<file path="config.mk">
export PLATFORM = sky130hd
export DESIGN_NAME = dccs_top
export DESIGN_NICKNAME = d
export VERILOG_FILES = /design/src/inc/dccs_pkg.sv /design/src/hdl/dccs_top.sv
export SDC_FILE = /design/constraint.sdc
export NUM_CORES = 2
export LEC_CHECK = 0
export ABC_AREA = 1
export BUFFER_PORTS_ARGS = -buffer_cell sky130_fd_sc_hd__buf_2
export CAP_MARGIN = 30
export CORE_MARGIN = 4
export CORE_UTILIZATION = 25
export CTS_CLUSTER_SIZE = 24
export DETAILED_ROUTE_END_ITERATION = 10
export PLACE_DENSITY = 0.51
export RECOVER_POWER = 100
export SLEW_MARGIN = 15
export SYNTH_ARGS = -nofsm -noshare
export SYNTH_HDL_FRONTEND = slang
export SYNTH_SLANG_ARGS = --single-unit
</file>
<file path="constraint.sdc">
create_clock -name mclk_i -period 51.2 [get_ports mclk_i]
set_clock_uncertainty 0.15 [all_clocks]
set_input_delay 2.56 -clock mclk_i [delete_from_list [all_inputs] [get_ports mclk_i]]
set_output_delay 2.56 -clock mclk_i [all_outputs]
set_load 0.05 [all_outputs]
</file>
<file path="src/inc/dccs_pkg.sv">
// Constants for the dimmer channel: register map, fields, reset values, tables, timing.
// How it works
// - Curve mode picks linear, log, user or others.
// - Curve settings alter only the output voltage.
// - Gamma mode raises value to exponent 1.00-5.00.
// - Log-exponent mode follows ten to 3(x-1).
// - Breakpoints at fixed values, linear interpolation between.
// - Fixed tables; user curve from registers.
// - Dimming value zero always switches output off.
// - Curve result scaled by channel adjustment factor.
// - Scene recall fades with full-sweep scene time.
// - Sixteen slots: ignore or recall stored value.
// - Learnable slot stores present value on learn.
// - Slumber on/off fade to separate targets.
// - Second slumber ON uses its own time.
// - Second slumber OFF uses its own time.
// - Lock blocks ordinary dimming, slumber, scene commands.
// - Priority switch, step, value work despite lock.
// - Polarity setting picks lock-engaging input value.
// - Lock start: no reaction or fade to value.
// - Lock end: none, value or pre-lock restore.
// - Tracking release applies last command seen locked.
package dccs_pkg;
   localparam logic [7:0] DCCS_CTRL_OFF = 8'h00;
   localparam logic [7:0] DCCS_GAMMA_OFF = 8'h04;
   localparam logic [7:0] DCCS_ADJ_OFF = 8'h08;
   localparam logic [7:0] DCCS_LOCKVAL_OFF = 8'h0c;
   localparam logic [7:0] DCCS_SLUMVAL_OFF = 8'h10;
   localparam logic [7:0] DCCS_TIMEA_OFF = 8'h14;
   localparam logic [7:0] DCCS_TIMEB_OFF = 8'h18;
   localparam logic [7:0] DCCS_TIMEC_OFF = 8'h1c;
   localparam logic [7:0] DCCS_USR0_OFF = 8'h20;
   localparam logic [7:0] DCCS_USR1_OFF = 8'h24;
   localparam logic [7:0] DCCS_USR2_OFF = 8'h28;
   localparam logic [7:0] DCCS_STAT_OFF = 8'h2c;
   localparam logic [7:0] DCCS_SCN_BASE = 8'h40;
   localparam logic [7:0] DCCS_SCN_MASK = 8'hc0;
   localparam int DCCS_MODE_LSB = 0;
   localparam int DCCS_LOCK_EN_BIT = 3;
   localparam int DCCS_LOCK_POL_BIT = 4;
   localparam int DCCS_START_BIT = 5;
   localparam int DCCS_END_LSB = 6;
   localparam int DCCS_SCN_NUM_LSB = 8;
   localparam int DCCS_SCN_EN_BIT = 16;
   localparam int DCCS_SCN_LRN_BIT = 17;
   localparam logic [2:0] DCCS_CURVE_LIN = 3'h0;
   localparam logic [2:0] DCCS_CURVE_LOG = 3'h1;
   localparam logic [2:0] DCCS_CURVE_USER = 3'h2;
   localparam logic [2:0] DCCS_CURVE_GAMMA = 3'h3;
   localparam logic [2:0] DCCS_CURVE_EXP = 3'h4;
   localparam logic [1:0] DCCS_END_NONE = 2'h0;
   localparam logic [1:0] DCCS_END_VALUE = 2'h1;
   localparam logic [1:0] DCCS_END_RESTORE = 2'h2;
   localparam logic [1:0] DCCS_END_TRACK = 2'h3;
   localparam logic [7:0] DCCS_CTRL_RST = 8'h00;
   localparam logic [8:0] DCCS_GAMMA_RST = 9'h040;
   localparam logic [8:0] DCCS_GAMMA_MIN = 9'h040;
   localparam logic [8:0] DCCS_GAMMA_MAX = 9'h140;
   localparam logic [8:0] DCCS_ADJ_RST = 9'h100;
   localparam logic [8:0] DCCS_ONE = 9'h100;
   localparam logic [23:0] DCCS_FULL_STEP = 24'hff0000;
   localparam logic [8:0][7:0] DCCS_LIN_TAB =
      {8'hff, 8'he0, 8'hc0, 8'ha0, 8'h80, 8'h60, 8'h40, 8'h20, 8'h00};
   localparam logic [8:0][7:0] DCCS_LOG_TAB =
      {8'hff, 8'ha3, 8'h64, 8'h3b, 8'h21, 8'h11, 8'h08, 8'h03, 8'h00};
   localparam logic [8:0][7:0] DCCS_EXP_TAB =
      {8'hff, 8'h6c, 8'h2d, 8'h13, 8'h08, 8'h03, 8'h01, 8'h01, 8'h00};
   localparam int DCCS_CLK_HZ = 50000000;
   localparam int DCCS_TICK_MS = 10;
   localparam int DCCS_TICK_CYC = DCCS_CLK_HZ / 1000 * DCCS_TICK_MS;
   localparam int DCCS_TICK_W = 20;
endpackage

</file>
<file path="src/hdl/dccs_top.sv">
// Dimmer channel: curve mapping, fades, scenes, slumber and lock behind an APB slave.
`timescale 1ns/1ps
`default_nettype none
module dccs_top
   import dccs_pkg::*;
#(
   parameter int TICK_CYC = DCCS_TICK_CYC
)
(
   input wire logic mclk_i,
   input wire logic rst_n_i,
   input wire logic [7:0] paddr_i,
   input wire logic psel_i,
   input wire logic penable_i,
   input wire logic pwrite_i,
   input wire logic [31:0] pwdata_i,
   output logic [31:0] prdata_o,
   output logic pready_o,
   output logic pslverr_o,
   input wire logic sw_stb_i,
   input wire logic sw_val_i,
   input wire logic abs_stb_i,
   input wire logic [7:0] abs_val_i,
   input wire logic scene_stb_i,
   input wire logic [7:0] scene_cmd_i,
   input wire logic slumber_stb_i,
   input wire logic slumber_val_i,
   input wire logic lock_stb_i,
   input wire logic lock_val_i,
   input wire logic prio_sw_stb_i,
   input wire logic prio_sw_val_i,
   input wire logic prio_rel_stb_i,
   input wire logic [3:0] prio_rel_i,
   input wire logic prio_abs_stb_i,
   input wire logic [7:0] prio_abs_val_i,
   output logic [7:0] ctrl_volt_o,
   output logic out_on_o,
   output logic [7:0] dim_value_o,
   output logic locked_o,
   output logic fading_o
);

   typedef struct packed {
      logic [31:0] prdata;
      logic pready;
      logic pslverr;
      logic [7:0] ctrl;
      logic [8:0] gamma;
      logic [8:0] adj;
      logic [15:0] lockval;
      logic [15:0] slumval;
      logic [31:0] ta;
      logic [31:0] tb;
      logic [31:0] tc;
      logic [8:0][7:0] usr;
      logic [15:0][7:0] scn_val;
      logic [15:0][6:0] scn_num;
      logic [15:0] scn_en;
      logic [15:0] scn_lrn;
      logic [23:0] pos;
      logic [7:0] tgt;
      logic [23:0] step;
      logic fading;
      logic [DCCS_TICK_W-1:0] tick_cnt;
      logic locked;
      logic [7:0] pre;
      logic [7:0] trk;
      logic trk_v;
      logic slp_on2;
      logic slp_off2;
      logic [2:0] gcnt;
      logic [8:0] gx;
      logic [8:0] gpw;
      logic [8:0] gpa;
      logic [8:0] gpb;
      logic [7:0] gam;
      logic [7:0] volt;
      logic on;
   } dccs_state_type;

   dccs_state_type q;
   dccs_state_type n;

   logic wr;
   logic lock_en;
   logic prio_any;
   logic [7:0] dim;
   logic [6:0] snum;
   logic [3:0] si;
   logic [2:0] mode;
   logic [1:0] end_mode;
   logic ord_v;
   logic [7:0] ord_tgt;
   logic [15:0] ord_t;
   logic go;
   logic [7:0] go_tgt;
   logic [15:0] go_t;
   logic tick;
   logic [24:0] up_sum;
   logic [23:0] tgt_w;
   logic [17:0] gprod;
   logic [14:0] gdiff;
   logic [8:0] delta;
   logic [8:0] d9;
   logic [8:0][7:0] tab;
   logic [3:0] bi;
   logic [7:0] p0;
   logic [7:0] p1;
   logic [12:0] ip;
   logic [7:0] cv;
   logic [16:0] adjp;
   logic [8:0] gw;

   assign lock_en = q.ctrl[DCCS_LOCK_EN_BIT];
   assign mode = q.ctrl[DCCS_MODE_LSB +: 3];
   assign end_mode = q.ctrl[DCCS_END_LSB +: 2];
   assign prio_any = lock_en && (prio_sw_stb_i || prio_rel_stb_i || prio_abs_stb_i);
   assign dim = q.pos[23:16];
   assign snum = {1'b0, scene_cmd_i[5:0]} + 7'h01;
   assign si = paddr_i[5:2];
   assign wr = psel_i && penable_i && pwrite_i && q.pready && !q.pslverr;
   assign tick = (q.tick_cnt == DCCS_TICK_W'(TICK_CYC - 1));
   assign tgt_w = {q.tgt, 16'h0000};
   assign up_sum = {1'b0, q.pos} + {1'b0, q.step};
   assign gprod = q.gpw * q.gx;
   assign gdiff = (q.gpa - q.gpb) * q.gamma[5:0];
   assign d9 = {1'b0, dim};
   assign delta = DCCS_ONE >> (prio_rel_i[2:0] - 3'h1);
   assign gw = pwdata_i[8:0];

   // ----------------------------------------------------------------
   // Curve evaluation
   // ----------------------------------------------------------------
   always_comb
   begin
      tab = DCCS_LIN_TAB;
      if (mode == DCCS_CURVE_LOG)
         tab = DCCS_LOG_TAB;
      else if (mode == DCCS_CURVE_USER)
         tab = q.usr;
      else if (mode == DCCS_CURVE_EXP)
         tab = DCCS_EXP_TAB;
      bi = {1'b0, dim[7:5]};
      p0 = tab[bi];
      p1 = tab[bi + 4'h1];
      if (p1 >= p0)
         ip = {5'h00, p0} + (((p1 - p0) * dim[4:0]) >> 5);
      else
         ip = {5'h00, p0} - (((p0 - p1) * dim[4:0]) >> 5);
      if (dim == 8'hff)
         ip = {5'h00, tab[8]};
      cv = ip[7:0];
      if (mode == DCCS_CURVE_GAMMA)
         cv = q.gam;
      adjp = cv * q.adj;
   end

   // ----------------------------------------------------------------
   // Next state
   // ----------------------------------------------------------------
   always_comb
   begin
      n = q;
      n.pready = 1'b0;
      n.pslverr = 1'b0;
      if (psel_i && !penable_i)
      begin
         n.pready = 1'b1;
         n.prdata = 32'h0;
         if (paddr_i[1:0] != 2'h0)
            n.pslverr = 1'b1;
         else if (paddr_i == DCCS_CTRL_OFF)
            n.prdata = {24'h0, q.ctrl};
         else if (paddr_i == DCCS_GAMMA_OFF)
            n.prdata = {23'h0, q.gamma};
         else if (paddr_i == DCCS_ADJ_OFF)
            n.prdata = {23'h0, q.adj};
         else if (paddr_i == DCCS_LOCKVAL_OFF)
            n.prdata = {16'h0, q.lockval};
         else if (paddr_i == DCCS_SLUMVAL_OFF)
            n.prdata = {16'h0, q.slumval};
         else if (paddr_i == DCCS_TIMEA_OFF)
            n.prdata = q.ta;
         else if (paddr_i == DCCS_TIMEB_OFF)
            n.prdata = q.tb;
         else if (paddr_i == DCCS_TIMEC_OFF)
            n.prdata = q.tc;
         else if (paddr_i == DCCS_USR0_OFF)
            n.prdata = q.usr[3:0];
         else if (paddr_i == DCCS_USR1_OFF)
            n.prdata = q.usr[7:4];
         else if (paddr_i == DCCS_USR2_OFF)
            n.prdata = {24'h0, q.usr[8]};
         else if (paddr_i == DCCS_STAT_OFF)
            n.prdata = {13'h0, q.on, q.fading, q.locked, q.volt, dim};
         else if ((paddr_i & DCCS_SCN_MASK) == DCCS_SCN_BASE)
            n.prdata = {14'h0, q.scn_lrn[si], q.scn_en[si], 1'b0, q.scn_num[si],
               q.scn_val[si]};
         else
            n.pslverr = 1'b1;
      end
      if (wr)
      begin
         if (paddr_i == DCCS_CTRL_OFF)
            n.ctrl = pwdata_i[7:0];
         else if (paddr_i == DCCS_GAMMA_OFF)
            n.gamma = (gw < DCCS_GAMMA_MIN) ? DCCS_GAMMA_MIN :
               ((gw > DCCS_GAMMA_MAX) ? DCCS_GAMMA_MAX : gw);
         else if (paddr_i == DCCS_ADJ_OFF)
            n.adj = pwdata_i[8:0];
         else if (paddr_i == DCCS_LOCKVAL_OFF)
            n.lockval = pwdata_i[15:0];
         else if (paddr_i == DCCS_SLUMVAL_OFF)
            n.slumval = pwdata_i[15:0];
         else if (paddr_i == DCCS_TIMEA_OFF)
            n.ta = pwdata_i;
         else if (paddr_i == DCCS_TIMEB_OFF)
            n.tb = pwdata_i;
         else if (paddr_i == DCCS_TIMEC_OFF)
            n.tc = pwdata_i;
         else if (paddr_i == DCCS_USR0_OFF)
            n.usr[3:0] = pwdata_i;
         else if (paddr_i == DCCS_USR1_OFF)
            n.usr[7:4] = pwdata_i;
         else if (paddr_i == DCCS_USR2_OFF)
            n.usr[8] = pwdata_i[7:0];
         else if ((paddr_i & DCCS_SCN_MASK) == DCCS_SCN_BASE)
         begin
            n.scn_val[si] = pwdata_i[7:0];
            n.scn_num[si] = pwdata_i[DCCS_SCN_NUM_LSB +: 7];
            n.scn_en[si] = pwdata_i[DCCS_SCN_EN_BIT];
            n.scn_lrn[si] = pwdata_i[DCCS_SCN_LRN_BIT];
         end
      end

      // Gamma power loop: x^n then x^(n+1), blended by the fraction.
      if (q.gcnt == q.gamma[8:6])
         n.gpa = q.gpw;
      if (q.gcnt == q.gamma[8:6] + 3'h1)
      begin
         n.gpb = q.gpw;
         n.gcnt = 3'h0;
         n.gpw = DCCS_ONE;
         n.gx = (dim == 8'hff) ? DCCS_ONE : d9;
         n.gam = (q.gpa - gdiff[14:6] > 9'h0ff) ? 8'hff : 8'(q.gpa - gdiff[14:6]);
      end
      else
      begin
         n.gpw = gprod[16:8];
         n.gcnt = q.gcnt + 3'h1;
      end

      // Output stage.
      n.volt = (adjp[16:8] > 9'h0ff) ? 8'hff : adjp[15:8];
      n.on = 1'b1;
      if (dim == 8'h00)
      begin
         n.volt = 8'h00;
         n.on = 1'b0;
      end

      // Fade ticks.
      n.tick_cnt = tick ? '0 : q.tick_cnt + 1'b1;
      if (q.fading && tick)
      begin
         if (q.pos < tgt_w)
         begin
            if (up_sum >= {1'b0, tgt_w})
            begin
               n.pos = tgt_w;
               n.fading = 1'b0;
            end
            else
               n.pos = up_sum[23:0];
         end
         else if ({1'b0, q.pos} <= {1'b0, tgt_w} + {1'b0, q.step})
         begin
            n.pos = tgt_w;
            n.fading = 1'b0;
         end
         else
            n.pos = q.pos - q.step;
      end

      // Ordinary commands.
      ord_v = 1'b0;
      ord_tgt = 8'h00;
      ord_t = 16'h0;
      if (sw_stb_i)
      begin
         ord_v = 1'b1;
         ord_tgt = sw_val_i ? 8'hff : 8'h00;
      end
      else if (abs_stb_i)
      begin
         ord_v = 1'b1;
         ord_tgt = abs_val_i;
      end
      else if (slumber_stb_i)
      begin
         ord_v = 1'b1;
         ord_tgt = slumber_val_i ? q.slumval[7:0] : q.slumval[15:8];
         if (slumber_val_i)
            ord_t = q.slp_on2 ? q.tb[31:16] : q.tb[15:0];
         else
            ord_t = q.slp_off2 ? q.tc[31:16] : q.tc[15:0];
      end
      else if (scene_stb_i && !scene_cmd_i[7])
      begin
         for (int i = 0; i < 16; i++)
         begin
            if (q.scn_en[i] && q.scn_num[i] == snum)
            begin
               ord_v = 1'b1;
               ord_tgt = q.scn_val[i];
               ord_t = q.ta[15:0];
            end
         end
      end
      go = 1'b0;
      go_tgt = ord_tgt;
      go_t = ord_t;
      if (q.locked)
      begin
         if (ord_v && end_mode == DCCS_END_TRACK)
         begin
            n.trk = ord_tgt;
            n.trk_v = 1'b1;
         end
      end
      else
      begin
         go = ord_v;
         if (ord_v)
         begin
            n.slp_on2 = slumber_stb_i && !sw_stb_i && !abs_stb_i && slumber_val_i;
            n.slp_off2 = slumber_stb_i && !sw_stb_i && !abs_stb_i && !slumber_val_i;
         end
         if (scene_stb_i && scene_cmd_i[7])
         begin
            for (int i = 0; i < 16; i++)
            begin
               if (q.scn_lrn[i] && q.scn_num[i] == snum)
                  n.scn_val[i] = dim;
            end
         end
      end

      // Lock input.
      if (!lock_en)
         n.locked = 1'b0;
      else if (lock_stb_i)
      begin
         if (lock_val_i == q.ctrl[DCCS_LOCK_POL_BIT] && !q.locked)
         begin
            n.locked = 1'b1;
            n.pre = dim;
            n.trk_v = 1'b0;
            if (q.ctrl[DCCS_START_BIT])
            begin
               go = 1'b1;
               go_tgt = q.lockval[7:0];
               go_t = q.ta[31:16];
            end
         end
         else if (lock_val_i != q.ctrl[DCCS_LOCK_POL_BIT] && q.locked)
         begin
            n.locked = 1'b0;
            go_t = q.ta[31:16];
            if (end_mode == DCCS_END_VALUE)
            begin
               go = 1'b1;
               go_tgt = q.lockval[15:8];
            end
            else if (end_mode == DCCS_END_RESTORE)
            begin
               go = 1'b1;
               go_tgt = q.pre;
            end
            else if (end_mode == DCCS_END_TRACK && q.trk_v)
            begin
               go = 1'b1;
               go_tgt = q.trk;
            end
         end
      end

      // Priority inputs, taken with the lock enabled, whether locked or not.
      if (lock_en)
      begin
         if (prio_sw_stb_i)
         begin
            go = 1'b1;
            go_t = 16'h0;
            go_tgt = prio_sw_val_i ? 8'hff : 8'h00;
         end
         else if (prio_rel_stb_i && prio_rel_i[2:0] != 3'h0)
         begin
            go = 1'b1;
            go_t = 16'h0;
            if (prio_rel_i[3])
               go_tgt = (d9 + delta > 9'h0ff) ? 8'hff : 8'(d9 + delta);
            else
               go_tgt = (d9 <= delta) ? 8'h00 : 8'(d9 - delta);
         end
         else if (prio_abs_stb_i)
         begin
            go = 1'b1;
            go_t = 16'h0;
            go_tgt = prio_abs_val_i;
         end
      end

      if (go)
      begin
         n.tgt = go_tgt;
         if (go_t == 16'h0)
         begin
            n.pos = {go_tgt, 16'h0000};
            n.fading = 1'b0;
         end
         else
         begin
            n.step = DCCS_FULL_STEP / {8'h00, go_t};
            n.fading = 1'b1;
         end
      end
   end

   always_ff @(posedge mclk_i or negedge rst_n_i)
   begin
      if (!rst_n_i)
      begin
         q <= '0;
         q.ctrl <= DCCS_CTRL_RST;
         q.gamma <= DCCS_GAMMA_RST;
         q.adj <= DCCS_ADJ_RST;
         q.gpw <= DCCS_ONE;
      end
      else
         q <= n;
   end

   assign prdata_o = q.prdata;
   assign pready_o = q.pready;
   assign pslverr_o = q.pslverr;
   assign ctrl_volt_o = q.volt;
   assign out_on_o = q.on;
   assign dim_value_o = dim;
   assign locked_o = q.locked;
   assign fading_o = q.fading;
endmodule
`default_nettype wire

</file>
* Word level (Yosys, flattened, before mapping)
Index checks and enable logic that the tools add are counted.
** Cells by class
- Mux-type cells :: 222
- Bitwise operators :: 13
- Eq/ne operators :: 44
- Shift-type cells :: 1
- Multipliers :: 5
- Magnitude comparators :: 14
- Add/subtract/negate cells :: 17
- Reductions and logical operators :: 82
- Div/mod/pow operators :: 1
** Operators with widths (count)
- $mux W272 :: 13
- $mux W16 :: 32
- $mux W8 :: 64
- $mux W32 :: 11
- $mux W128 :: 2
- $mux W24 :: 6
- $mux W72 :: 2
- $bwmux W128 :: 1
- $bwmux W112 :: 1
- $eq A7 B7 Y1 :: 16
- $bmux W8 S4 :: 2
- $mux W64 :: 1
- $mux W1 :: 63
- $mux W57 :: 1
- $mux W9 :: 6
- $add A24 B24 Y25 :: 2
- $logic_and A1 B1 Y1 :: 50
- $mux W19 :: 2
- $bwmux W16 :: 2
- $demux W8 S4 :: 1
- $eq A8 B5 Y1 const B :: 4
- $eq A8 B6 Y1 const B :: 4
- $bmux W7 S4 :: 1
- $demux W7 S4 :: 1
- other kinds (70) :: 111
** Word-level totals
- Input bits :: 85
- Logic and storage cells :: 472
- Output and inout bits :: 53
- Flip-flop bits (word level) :: 685

* Logic depth before layout (Yosys ltp)
- Depth in word-level cells :: 37
- Mapped depth :: 364
- Gate-level depth less buffers :: 344

* Worst setup path before layout
Ideal clock, no wire load.
- Kind :: input to register
- Start point :: input port scene_cmd_i[0]
- End point :: register q[97] in the netlist's numbering
- Stages on the path :: 344
- Buffers on the path :: 23
- Required time :: 50.932 ns
- Library setup time :: 0.118 ns
- Slack :: 3.546 ns
- Arrival time :: 47.386 ns
- Cell sequence :: ha_1 buf_2 buf_2 xor2_1 nor2_1 nand3_1 nor2_4 nand3_1 nand2_2 inv_6 nand2_4 nor2_4 nand2_4 buf_12 nand3_1 nand2_1 nand2_1 nand2_1 [308 not listed] nor2_4 nand3_4 buf_4 o21ai_1 inv_1 ha_1 nand4_1 nor3_1 nand4_1 nor3_1 a2111oi_0 nand2_1 a21oi_1 nand3_1 nor2_1 nand3_1 nor2_1 nor2_1
** On the way
- Cells in the longest elaborated chain, start to end :: 36
- Elaborated cells between the ends (all ways) :: 99
- Those cells by class :: add/sub (1); div (1); eq/ne (16); mux (62); bitwise (1); reduce/logical (18)
** Ends and longest elaborated chain
- start, declared :: RTL line dccs_top.sv:25 : input wire logic [7:0] scene_cmd_i,
- $add A6 B1 Y7 * :: RTL line dccs_top.sv:119 : assign snum = {1'b0, scene_cmd_i[5:0]} + 7'h01;
- parallel branches: the longest is 35 deep, another holds $mux W16
- end signal, assigned :: RTL line dccs_top.sv:441 : q <= n;
- end, declared :: RTL line dccs_top.sv:81 : dccs_state_type q;
Mark *: on every way between the ends.
A chain may end at the register's enable or synchronous reset.

* Worst setup path in the final report
Ends and elaborated chain as after synthesis.

==> impl_metrics.ini <==
[placed_design]
dpl.hpwl_mm = 200
place.gp.congestion = 0.949
place_area_um2 = 74500
preCtsSetupSlack_ns = 1.03
portBuffers = 136

[run_status]
status = complete, but fails checks
violations = capacitance limit, slew limit

[flow_run]
drv_cap = 31

[clock_network]
cts_buffers = 87
htreeDepth = 3
cts_sinks = 685
clockRootBuffer = clkbuf_16
cts_tree = built
cts_hold_buf = 0
clk_pin_slew_ns = 0.06
clk_latency_ns = 0.73
clockBufferDepth = 3

[final_layout]
drive_above_1_share = 0.122
fin_area_um2 = 77600
layout_common_cells = nand2_1 (2006), inv_1 (1232), o21ai_0 (1067)
fin_util = 0.289
fill_cells = 29600
layout_commonest_cell = nand2_1
layout.nets = 10500
syn2layout_area_growth_pct = 14.7

[critical_path]
path_common_cell = nand2_1
slowest_stage = nor2_1
arrival_ns = 47.45
critPathLaunchType = primary input
critPathLaunch = scene_cmd_i[0]
reg2reg_to = q[97]
cpLargestDelayFamily = simple AND/OR/NAND/NOR gates
critPathMaxStageDelay_ns = 0.53
crit_type = in2reg
reg2reg_from = lock_en
endpoint_kind = flip-flop
critPathBufInv = 52
required_ns = 51.66
reg2regPathDepth = 321
cp_max_fo = 20
r2r_setup_slack_ns = 5.70

[logic_synthesis]
yosysSeqAreaShare = 0.253
synth_edf_count = 0
synthesis.area_um2 = 67700
ys_types = 100
synth_nets = 10200
synth_ff_type = dfrtp_1
syn_area_per_cell_um2 = 7.20
ys_ff_latch = 685
synth_warnings = 0
synthArstFlopShare = 1.00
postSynthCellCount = 9396

[die]
die_height_um = 528
dieArea_um2 = 279000
dieWidth_um = 528
io_pins = 138
coreArea_um2 = 269000
start_util = 0.252
rows = 190

[worst_hold_path]
min_from = q[76]
hold_path_class = reg2reg
holdPathStages = 1
min_to = q[76]

[global_route]
track_usage = 0.180
grt_pass1_vias = 61000
antenna_found_initial = 20
grt_pass1_wl_mm = 390
grt_start_max_net_pins = 172
grt-ovfl-total = 0

[routing]
antenna_left = 0
drc_errors = 0
drt_pass1_iterations = 9
wl_per_cell_um = 19.5
num_vias = 65000
drt-initial-drc-count = 5988
wirelength_mm = 260
via_per_inst = 4.88

[timing]
setup_viol = 0
fin_hold_ws_ns = 0.310
hold_viol_final = 0
max_freq_mhz = 21.3
finalMaxSlewViolations = 1495
worst_pin_slew_ns = 9.52
layout_setup_ws_ns = 4.21
post-route-period-util = 0.918
finalCriticalPeriod_ns = 46.99
slew_headroom = -5.34
==> worst max-delay path by stage <==
| stage | to | slack [ns] | depth (start not counted) |
|---|---|---|---|
| after floorplan | q[97] | 3.55 | 344 |
| after global placement | q[97] | 1.09 | 334 |
| after detailed placement | q[97] | 1.03 | 334 |
| after CTS | q[97] | 1.67 | 334 |
| after global routing | q[97] | -0.04 | 336 |
| final | q[97] | 4.21 | 329 |
==> worst register-to-register path, delay by kind of cell (launching register included) <==
family	cells	cell delay [ns]
AOI/OAI and AO/OA	99	15.42
adders and majority gates	23	7.44
buffers and inverters	54	7.06
DFF	1	0.66
and+or+nand+nor	145	14.64
==> what timing repair did <==
action | in CTS | in global routing
setup buffers | 0 | 22
setup endpoints to repair | 0 | 2
gates resized for setup | 0 | 71
==> synthesized netlist by cell type, types with 61 or more instances <==
master,n,area [µm²]
ha_1,509,6370
nand4_1,74,463
inv_1,1235,4640
a21oi_1,539,2700
clkbuf_1,339,1270
nor2_1,607,2280
fa_1,183,3660
nand2_1,2007,7530
xor2_1,200,1750
nand3_1,337,1690
dfrtp_1,682,17100
xnor2_1,154,1350
o211ai_1,206,1550
nand2_2,102,638
a22oi_1,107,803
a31oi_1,61,382
nand3_2,64,641
o21ai_0,1094,5480
==> final cells by class <==
cell class	instances	area [µm²]	share of cell area
clock buffers	128	2570	0.0331
clock inverters	32	435	0.00561
diodes	13	32.5	0.000419
inverters	1290	4950	0.0637
flip-flops and latches	685	17100	0.221
repair buffers	657	4440	0.0572
multi-input cells	6969	43600	0.562
well taps	3552	4440	0.0572
==> metal layers <==
layer | share of wire | track usage
met1 | 0.45 | 0.251
met2 | 0.44 | 0.280
met3 | 0.064 | 0.0224
met4 | 0.048 | 0.0764
met5 | 0.000050 | 0
==> per-stage QoR <==
step,setup TNS [ns],instances
global route,-0.0375,13300
finish,0,13300
floorplan,0,9396
detailed placement,0,13100
CTS,0,13300
global placement,0,13100
==> kinds of logic after synthesis <==
group | synth area share
DFF | 0.253
adders and majority gates | 0.148
AOI/OAI and AO/OA | 0.210
and+or+nand+nor | 0.236
muxes | 0.000148
buffers and inverters | 0.106
xor gates and xnor gates | 0.0458
Power is left out: the tool's default activity adds up to more than one toggle a clock period on the data nets, which glitch-free logic cannot reach.
